--- src/logic/irp_consts.svh ---
// Offsets, field positions, reset values and counts for the interrupt router.
// Assumes a byte-addressed APB slave window of 256 bytes.
`ifndef IRP_CONSTS_SVH
`define IRP_CONSTS_SVH
`define IRP_NUM_DEST 8
`define IRP_NUM_SRC 8
`define IRP_NUM_LINK 4
`define IRP_OFS_EVT_PRIMARY 8'h00
`define IRP_OFS_PORT_ERR 8'h04
`define IRP_OFS_RESET_EVT 8'h08
`define IRP_BANK_DECODE 3'h1
`define IRP_BANK_PACING 3'h2
`define IRP_LSB_MULTICAST 0
`define IRP_LSB_PORT_WRITE 4
`define IRP_LSB_LOGIC_ERR 8
`define IRP_LSB_DEV_RESET 0
`define IRP_SRC_MULTICAST 0
`define IRP_SRC_PORT_WRITE 1
`define IRP_SRC_LOGIC_ERR 2
`define IRP_SRC_LINK0 3
`define IRP_SRC_DEV_RESET 7
`define IRP_DEC_MULTICAST 0
`define IRP_DEC_PORT_WRITE 1
`define IRP_DEC_LOGIC_ERR 2
`define IRP_DEC_LINK0 8
`define IRP_DEC_DEV_RESET 16
`define IRP_ROUTE_RST 4'h0
`define IRP_PACE_RST 32'h0000_0000
`endif

--- src/logic/irp_pkg.sv ---
// Types shared by the interrupt router and its pacing counters.
// Assumes nothing beyond the constants header.
package irp_pkg;
   typedef logic [3:0] irp_route_t;

   typedef struct packed {
      irp_route_t logical_error_capture_route;
      irp_route_t port_write_in_route;
      irp_route_t multicast_symbol_route;
      irp_route_t [3:0] link_error_route;
      irp_route_t device_reset_route;
      logic [31:0] prdata;
      logic pready;
      logic pslverr;
      logic [7:0] pulse;
   } irp_top_state_t;

   typedef struct packed {
      logic [31:0] count;
      logic armed;
      logic pulse;
   } irp_pacer_state_t;
endpackage

--- src/logic/irp_pace_if.sv ---
// Link between the router and one pacing counter.
// Assumes both ends share the router clock.
`timescale 1ns/1ps
interface irp_pace_if;
   logic load;
   logic [31:0] load_value;
   logic pending;
   logic [31:0] count;
   logic pulse;
   modport ctl(output load, output load_value, output pending, input count, input pulse);
   modport pacer(input load, input load_value, input pending, output count, output pulse);
endinterface

--- src/logic/irp_pacer.sv ---
// One destination's pulse pacing down-counter.
// Assumes a synchronised active-low reset and a one-cycle load strobe.
`timescale 1ns/1ps
`include "irp_consts.svh"
module irp_pacer import irp_pkg::*; (
   input wire logic clk_in,
   input wire logic rst_n_in,
   irp_pace_if.pacer pace
);
   irp_pacer_state_t st;
   irp_pacer_state_t next_st;

   always_comb begin
      next_st = st;
      next_st.pulse = 1'b0;
      if (pace.load) begin
         next_st.count = pace.load_value;
         next_st.armed = 1'b1;
      end else if (st.count != 32'h0) begin
         next_st.count = st.count - 32'h1;
      end else if (st.armed && pace.pending) begin
         next_st.pulse = 1'b1;
         next_st.armed = 1'b0;
      end
   end

   // Armed from reset: the reset count of zero counts as an expired write
   always_ff @(posedge clk_in or negedge rst_n_in) begin
      if (!rst_n_in) begin
         st <= '{count: `IRP_PACE_RST, armed: 1'b1, pulse: 1'b0};
      end else begin
         st <= next_st;
      end
   end

   assign pace.count = st.count;
   assign pace.pulse = st.pulse;

   a_reload_value: assert property (@(posedge clk_in) disable iff (!rst_n_in)
      pace.load |=> st.count == $past(pace.load_value)) else $error("pacing counter did not reload");
   a_pulse_cause: assert property (@(posedge clk_in) disable iff (!rst_n_in)
      $rose(st.pulse) |-> $past(st.count) == 32'h0 && $past(pace.pending) && $past(st.armed) && !$past(pace.load))
      else $error("pulse without expired armed count");
   a_one_per_write: assert property (@(posedge clk_in) disable iff (!rst_n_in)
      st.pulse && !$past(pace.load) |-> !st.armed ##1 !st.pulse) else $error("second pulse without reload");
   a_zero_write: assert property (@(posedge clk_in) disable iff (!rst_n_in)
      (pace.load && pace.load_value == 32'h0) ##1 (pace.pending && !pace.load) |=> st.pulse)
      else $error("zero write did not allow immediate pulse");
endmodule

--- src/logic/irp_top.sv ---
// Interrupt routing, status decode and pulse pacing for eight destinations.
// Assumes an APB master on sys_clk_in and level condition bits synchronous to it.
`timescale 1ns/1ps
`include "irp_consts.svh"
module irp_top import irp_pkg::*; (
   input wire logic sys_clk_in,
   input wire logic rst_n_in,
   input wire logic psel_in,
   input wire logic penable_in,
   input wire logic pwrite_in,
   input wire logic [7:0] paddr_in,
   input wire logic [31:0] pwdata_in,
   output logic [31:0] prdata_out,
   output logic pready_out,
   output logic pslverr_out,
   input wire logic [7:0] condition_status_bits_in,
   output logic [7:0] physical_destination_out
);
   logic rst_meta;
   logic rst_sync_n;
   irp_top_state_t st;
   irp_top_state_t next_st;
   logic [31:0] destination_decode_bits [`IRP_NUM_DEST];
   logic [31:0] pace_count [`IRP_NUM_DEST];
   logic [7:0] pace_pulse;
   logic setup_phase;
   logic wr_commit;
   logic [2:0] bank;
   logic [2:0] word_sel;
   logic aligned;
   logic [2:0] wr_dest;
   logic pace_hit;

   // Release reset through two flops so every flop leaves reset on one edge
   always_ff @(posedge sys_clk_in or negedge rst_n_in) begin
      if (!rst_n_in) begin
         rst_meta <= 1'b0;
         rst_sync_n <= 1'b0;
      end else begin
         rst_meta <= 1'b1;
         rst_sync_n <= rst_meta;
      end
   end

   assign setup_phase = psel_in && !penable_in;
   // Writes land only at the edge where pready is seen high
   assign wr_commit = psel_in && penable_in && pwrite_in && st.pready;
   assign bank = paddr_in[7:5];
   assign word_sel = paddr_in[4:2];
   assign aligned = (paddr_in[1:0] == 2'h0);
   assign wr_dest = word_sel;
   assign pace_hit = wr_commit && aligned && (bank == `IRP_BANK_PACING);

   function automatic logic routed(input irp_route_t field, input int dest);
      routed = (field == 4'(dest));
   endfunction

   always_comb begin
      for (int d = 0; d < `IRP_NUM_DEST; d++) begin
         destination_decode_bits[d] = 32'h0;
         destination_decode_bits[d][`IRP_DEC_MULTICAST] =
            condition_status_bits_in[`IRP_SRC_MULTICAST] && routed(st.multicast_symbol_route, d);
         destination_decode_bits[d][`IRP_DEC_PORT_WRITE] =
            condition_status_bits_in[`IRP_SRC_PORT_WRITE] && routed(st.port_write_in_route, d);
         destination_decode_bits[d][`IRP_DEC_LOGIC_ERR] =
            condition_status_bits_in[`IRP_SRC_LOGIC_ERR] && routed(st.logical_error_capture_route, d);
         for (int p = 0; p < `IRP_NUM_LINK; p++) begin
            destination_decode_bits[d][`IRP_DEC_LINK0 + p] =
               condition_status_bits_in[`IRP_SRC_LINK0 + p] && routed(st.link_error_route[p], d);
         end
         destination_decode_bits[d][`IRP_DEC_DEV_RESET] =
            condition_status_bits_in[`IRP_SRC_DEV_RESET] && routed(st.device_reset_route, d);
      end
   end

   genvar g;
   generate
      for (g = 0; g < `IRP_NUM_DEST; g++) begin : gen_pace
         irp_pace_if pif();
         assign pif.load = pace_hit && (wr_dest == 3'(g));
         assign pif.load_value = pwdata_in;
         assign pif.pending = |destination_decode_bits[g];
         assign pace_count[g] = pif.count;
         assign pace_pulse[g] = pif.pulse;
         irp_pacer u_pacer (
            .clk_in(sys_clk_in),
            .rst_n_in(rst_sync_n),
            .pace(pif)
         );
      end
   endgenerate

   always_comb begin
      next_st = st;
      next_st.pready = setup_phase;
      next_st.pulse = pace_pulse;
      if (setup_phase) begin
         next_st.prdata = 32'h0;
         next_st.pslverr = 1'b0;
         if (!aligned) begin
            next_st.pslverr = 1'b1;
         end else if (bank == `IRP_BANK_DECODE) begin
            next_st.prdata = pwrite_in ? 32'h0 : destination_decode_bits[word_sel];
         end else if (bank == `IRP_BANK_PACING) begin
            next_st.prdata = pwrite_in ? 32'h0 : pace_count[word_sel];
         end else if (paddr_in == `IRP_OFS_EVT_PRIMARY) begin
            next_st.prdata[11:0] = {st.logical_error_capture_route, st.port_write_in_route,
                                    st.multicast_symbol_route};
         end else if (paddr_in == `IRP_OFS_PORT_ERR) begin
            next_st.prdata[15:0] = st.link_error_route;
         end else if (paddr_in == `IRP_OFS_RESET_EVT) begin
            next_st.prdata[3:0] = st.device_reset_route;
         end else begin
            next_st.pslverr = 1'b1;
         end
         if (pwrite_in) begin
            next_st.prdata = 32'h0;
         end
      end
      // Decode writes fall through untouched: the words are pure status
      if (wr_commit && aligned) begin
         if (paddr_in == `IRP_OFS_EVT_PRIMARY) begin
            next_st.logical_error_capture_route = pwdata_in[`IRP_LSB_LOGIC_ERR +: 4];
            next_st.port_write_in_route = pwdata_in[`IRP_LSB_PORT_WRITE +: 4];
            next_st.multicast_symbol_route = pwdata_in[`IRP_LSB_MULTICAST +: 4];
         end else if (paddr_in == `IRP_OFS_PORT_ERR) begin
            for (int p = 0; p < `IRP_NUM_LINK; p++) begin
               next_st.link_error_route[p] = pwdata_in[4 * p +: 4];
            end
         end else if (paddr_in == `IRP_OFS_RESET_EVT) begin
            next_st.device_reset_route = pwdata_in[`IRP_LSB_DEV_RESET +: 4];
         end
      end
   end

   // All fields reset to destination 0
   always_ff @(posedge sys_clk_in or negedge rst_sync_n) begin
      if (!rst_sync_n) begin
         st <= '{logical_error_capture_route: `IRP_ROUTE_RST,
                 port_write_in_route: `IRP_ROUTE_RST,
                 multicast_symbol_route: `IRP_ROUTE_RST,
                 link_error_route: {`IRP_NUM_LINK{`IRP_ROUTE_RST}},
                 device_reset_route: `IRP_ROUTE_RST,
                 prdata: 32'h0,
                 pready: 1'b0,
                 pslverr: 1'b0,
                 pulse: 8'h0};
      end else begin
         st <= next_st;
      end
   end

   assign prdata_out = st.prdata;
   assign pready_out = st.pready;
   assign pslverr_out = st.pslverr;
   assign physical_destination_out = st.pulse;

   a_logic_err_route: assert property (@(posedge sys_clk_in) disable iff (!rst_sync_n)
      wr_commit && paddr_in == `IRP_OFS_EVT_PRIMARY
      |=> st.logical_error_capture_route == $past(pwdata_in[11:8]))
      else $error("logical error field not written from bits 11-8");
   a_port_write_route: assert property (@(posedge sys_clk_in) disable iff (!rst_sync_n)
      (condition_status_bits_in[`IRP_SRC_PORT_WRITE] && !st.port_write_in_route[3])
      |-> destination_decode_bits[st.port_write_in_route[2:0]][`IRP_DEC_PORT_WRITE])
      else $error("port-write source missing from its destination");
   a_multicast_route: assert property (@(posedge sys_clk_in) disable iff (!rst_sync_n)
      wr_commit && paddr_in == `IRP_OFS_EVT_PRIMARY ##1 condition_status_bits_in[`IRP_SRC_MULTICAST]
      && !$past(pwdata_in[3]) |-> destination_decode_bits[$past(pwdata_in[2:0])][`IRP_DEC_MULTICAST])
      else $error("multicast source not routed by bits 3-0");
   a_link3_route: assert property (@(posedge sys_clk_in) disable iff (!rst_sync_n)
      wr_commit && paddr_in == `IRP_OFS_PORT_ERR
      |=> st.link_error_route[3] == $past(pwdata_in[15:12]) && st.link_error_route[0] == $past(pwdata_in[3:0]))
      else $error("link error fields misplaced");
   a_reset_reserved: assert property (@(posedge sys_clk_in) disable iff (!rst_sync_n)
      setup_phase && !pwrite_in && paddr_in == `IRP_OFS_RESET_EVT
      |=> prdata_out[31:4] == 28'h0 && prdata_out[3:0] == st.device_reset_route)
      else $error("reset routing readback wrong");
   a_decode_exclusive: assert property (@(posedge sys_clk_in) disable iff (!rst_sync_n)
      destination_decode_bits[0][`IRP_DEC_LOGIC_ERR]
      |-> st.logical_error_capture_route == 4'h0 && condition_status_bits_in[`IRP_SRC_LOGIC_ERR])
      else $error("unrouted source seen in decode word");
   a_decode_read: assert property (@(posedge sys_clk_in) disable iff (!rst_sync_n)
      setup_phase && !pwrite_in && bank == `IRP_BANK_DECODE && aligned
      |=> prdata_out == $past(destination_decode_bits[word_sel]) && pready_out)
      else $error("decode readback wrong");
   a_pacing_load: assert property (@(posedge sys_clk_in) disable iff (!rst_sync_n)
      pace_hit |=> pace_count[$past(wr_dest)] == $past(pwdata_in))
      else $error("pacing write did not reload counter");
   a_decode_ro: assert property (@(posedge sys_clk_in) disable iff (!rst_sync_n)
      wr_commit && bank == `IRP_BANK_DECODE
      |=> $stable(st.link_error_route) && $stable(st.device_reset_route) && $stable(st.multicast_symbol_route))
      else $error("decode write changed routing state");
   a_pulse_out: assert property (@(posedge sys_clk_in) disable iff (!rst_sync_n)
      $rose(pace_pulse[0]) |=> physical_destination_out[0] ##1 !physical_destination_out[0])
      else $error("destination 0 pulse not one cycle");
endmodule

--- config.mk ---
export PLATFORM = sky130hd
export DESIGN_NAME = irp_top
export DESIGN_NICKNAME = d
export VERILOG_FILES = /design/src/logic/irp_pkg.sv /design/src/logic/irp_pace_if.sv /design/src/logic/irp_pacer.sv /design/src/logic/irp_top.sv
export VERILOG_INCLUDE_DIRS = /design/src /design/src/logic
export SDC_FILE = /design/constraint.sdc
export NUM_CORES = 1
export LEC_CHECK = 0
export BUFFER_PORTS_ARGS = -buffer_cell sky130_fd_sc_hd__clkbuf_2
export CAP_MARGIN = 20
export CORE_MARGIN = 10
export CORE_UTILIZATION = 45
export DETAILED_ROUTE_END_ITERATION = 10
export PLACE_DENSITY = 0.69
export SLEW_MARGIN = 20
export SYNTH_ARGS = -nofsm -noshare
export SYNTH_HDL_FRONTEND = slang
export SYNTH_SLANG_ARGS = --single-unit
--- constraint.sdc ---
create_clock -name sys_clk_in -period 11.8 [get_ports sys_clk_in]
set_input_delay 0.59 -clock sys_clk_in [delete_from_list [all_inputs] [get_ports sys_clk_in]]
set_output_delay 0.59 -clock sys_clk_in [all_outputs]
set_load 0.1 [all_outputs]
==> reports/results.ini <==
[run_status]
status=completed

[die]
io_pins=95
design.die.area_um2=57400
dieHeight_um=239
fp.dieW_um=239
core_area_um2=47600
row_count=80
initial_utilization=0.455

[worst_setup_path]
ff2ff_path_depth=6
r2r_start=gen_pace[5].u_pacer.pace.count[12]$_DFFE_PN0P_
slowest_delay_ns=0.81
cp-end-kind=flip-flop
timing.rr.end=gen_pace[5].u_pacer.st[1]$_DFFE_PN1P_
crit_fanout=52
crit_path_frequent_cell=buf_4
crit_path_start_kind=primary input
rrSetupSlack_ns=8.51
crit_chain=buf_4 -> buf_4 -> nor2b_1 -> nand4_1 -> o21a_1
cp_top_family=buffers and inverters
crit_arrival_ns=3.86
crit_buf_inv=2
criticalPathCategory=in2reg
slowest_stage=buf_4
path_depth=5
cp_data_required_time_ns=12.25

[global_routing]
grt_max_degree=164
overflow=0
grt_use_total=0.257
antenna_found_initial=5
grt_pass1_wl_um=113000
first_global_vias=18300

[clock_tree]
clkSlewWorstSetupHoldPaths_ns=0.06
cts.sinks=348
post-cts-setup-buffers=0
h-tree-depth=2
cts_tree=built
clock_latency_ns=0.58
clockBufferDepth=3
cts_made_buffers=42
root_buffer=clkbuf_16

[sta]
period_share=0.288
setup_viol=0
fmax_ghz=0.294
rsz0062_at_grt=no
period_needed_ns=3.40
timing_hold_violations_final=0
clock_skew_ns=0.0167
tightest_slew_ns=1.14
slew_violations=0
max-slew-margin-rel=0.239
setup_tns_ns=0

[route]
viasPerCell=6.40
ant_nets=0
wl_per_cell_um=25.0
drt_iter0_drc=2358
vias=19000
drtPass1Iterations=6
wl_um=74200
drc_errors=0

[synth]
ys_ff_latch=348
synthesis.area_um2=21700
async_flop_share=1.00
syn_nets=2424
syn_area_per_cell_um2=9.17
synth-main-ff-cell=dfrtp_1
synth-seq-area-share=0.402
synth.top_cell.area_share=0.392
yosys.area_share.simple=0.237
post_synth_inst_count=2363
synth_most_common_cell=dfrtp_1
synth_edf_count=0
synthXorXnorAreaFrac=0.0820
synth_area_leaders=dfrtp_1, mux4_2, xnor2_1, nand2_1, o21ai_0
yosys_warnings=0
muxShareOfSynthArea=0.106
ys_types=74
synth_compound_area_frac=0.120
synth_fa_ha_area_frac=0.00462
synth_top_family_by_area=simple AND/OR/NAND/NOR gates
yosys-top-cells-count=dfrtp_1, nand2_1, o21ai_0
synth_top_cell_by_area=dfrtp_1

[layout]
final_cells=2966
fin_nets=2383
area_delta_synth_final_pct=8.63
drive_above_1_share=0.148
fillers=4367

[place]
dp_hpwl_um=54000
place_inst=2891
io_buffers=94
place_congestion=0.983

[power]
ir_drop_v=0.0000862
p_leak_nw=8.15
power_density_nw_per_um2=132

[min_path]
hold_path_class=reg2async

[flow_run]
maxCapViolCount=0

[area by class of cell]
class,instances,area [um2],share of cell area
timing repair buffer,118,678,0.0288
clock inverter,10,86.3,0.00367
multi-input combinational,1789,12000,0.508
antenna,1,2.50,0.000106
sequential,348,8720,0.370
tap,615,769,0.0327
clock buffer,62,1240,0.0526
inverter,23,86.3,0.00367
[worst reg2reg max path, cell delays in order (launching register included)]
cell	delay, ns
dfrtp_1	0.46
or3_1	0.46
nor4_1	0.82
and4_1	0.95
nand2_1	0.11
nor3_1	0.31
nor2_1	0.10
[stage by stage]
stage                      util  setup WS (ns)  total power, mW  cell area [um2]  hold WS, ns
after global placement    0.466           7.88             1.82            22200        0.325
final                     0.494           8.40             3.10            23500        0.317
after global routing      0.494           8.06             3.21            23500        0.332
after floorplan               -           1.40             1.68            21700        0.294
after CTS                 0.494           8.44             3.11            23500        0.308
after detailed placement  0.466           7.87             1.84            22200        0.325
[flip-flops by register name, indices dropped and copies added, names as in the netlist]
| signal | cells |
|---|---|
| gen_pace.u_pacer.pace.count | 256 |
| gen_pace.u_pacer.pace.pulse | 8 |
| gen_pace.u_pacer.st | 8 |
| physical_destination_out | 8 |
| prdata_out | 32 |
| pready_out | 1 |
| pslverr_out | 1 |
| rst_meta | 1 |
| rst_sync_n | 1 |
| st | 32 |
[worst max path at each step]
stage	from	to	slack, ns
2_1_floorplan	rst_sync_n$_DFF_PN0_	gen_pace[0].u_pacer.pace.count[0]$_DFFE_PN0P_	1.40
3_3_place_gp	paddr_in[2]	gen_pace[5].u_pacer.pace.count[17]$_DFFE_PN0P_	7.88
3_5_place_dp	paddr_in[2]	gen_pace[5].u_pacer.pace.count[17]$_DFFE_PN0P_	7.87
4_1_cts	paddr_in[2]	gen_pace[5].u_pacer.pace.count[17]$_DFFE_PN0P_	8.44
5_1_grt	paddr_in[2]	gen_pace[5].u_pacer.pace.count[17]$_DFFE_PN0P_	8.06
6_report	paddr_in[2]	gen_pace[5].u_pacer.pace.count[5]$_DFFE_PN0P_	8.40
[kinds of logic (layout without fill, tap and decap cells)]
logic type / Yosys count / count (layout)
compound gates: 435 / 435
xor+xnor: 203 / 203
fa+ha+maj: 8 / 8
buf+inv: 226 / 213
flops: 348 / 348
mux: 145 / 145
other cells: 1 / 2
simple gates: 997 / 997
[cells in the final DEF, fill, tap and decap left out, types with 11 or more instances in the layout]
master,n
a211oi_1,11
a21oi_1,85
a31oi_1,19
buf_4,22
clkbuf_16,43
clkbuf_2,91
dfrtp_1,339
inv_1,23
mux2_2,33
mux2i_1,48
mux4_2,64
nand2_1,295
nand2b_1,18
nand3_1,43
nand3b_1,20
nand4_1,18
nor2_1,175
nor2b_1,16
nor3_1,122
nor3b_1,14
nor4_1,84
o211ai_1,11
o21a_1,11
o21ai_0,188
o22ai_1,12
o31ai_1,39
or2_2,26
or3_1,42
or4_1,49
xnor2_1,130
xor2_1,73
[what timing repair did]
action,in CTS,in global routing
resized for setup,0,0
endpoints found under the hold margin,2,0
hold buffers,1,0
[power by group]
part / switching [mW] / internal, mW
clock: 0.529 / 0.744
combinational: 0.224 / 0.166
sequential: 0.155 / 1.28
[routing by layer]
layer / global-route usage / vias to the layer above / wire, um
li1: - / 8453 / -
met1: 0.331 / 9310 / 29800
met2: 0.395 / 973 / 33100
met3: 0.0631 / 241 / 7290
met4: 0.130 / 6 / 4010
met5: 0 / - / 30
No activity file was read; power rests on OpenSTA's default activity.
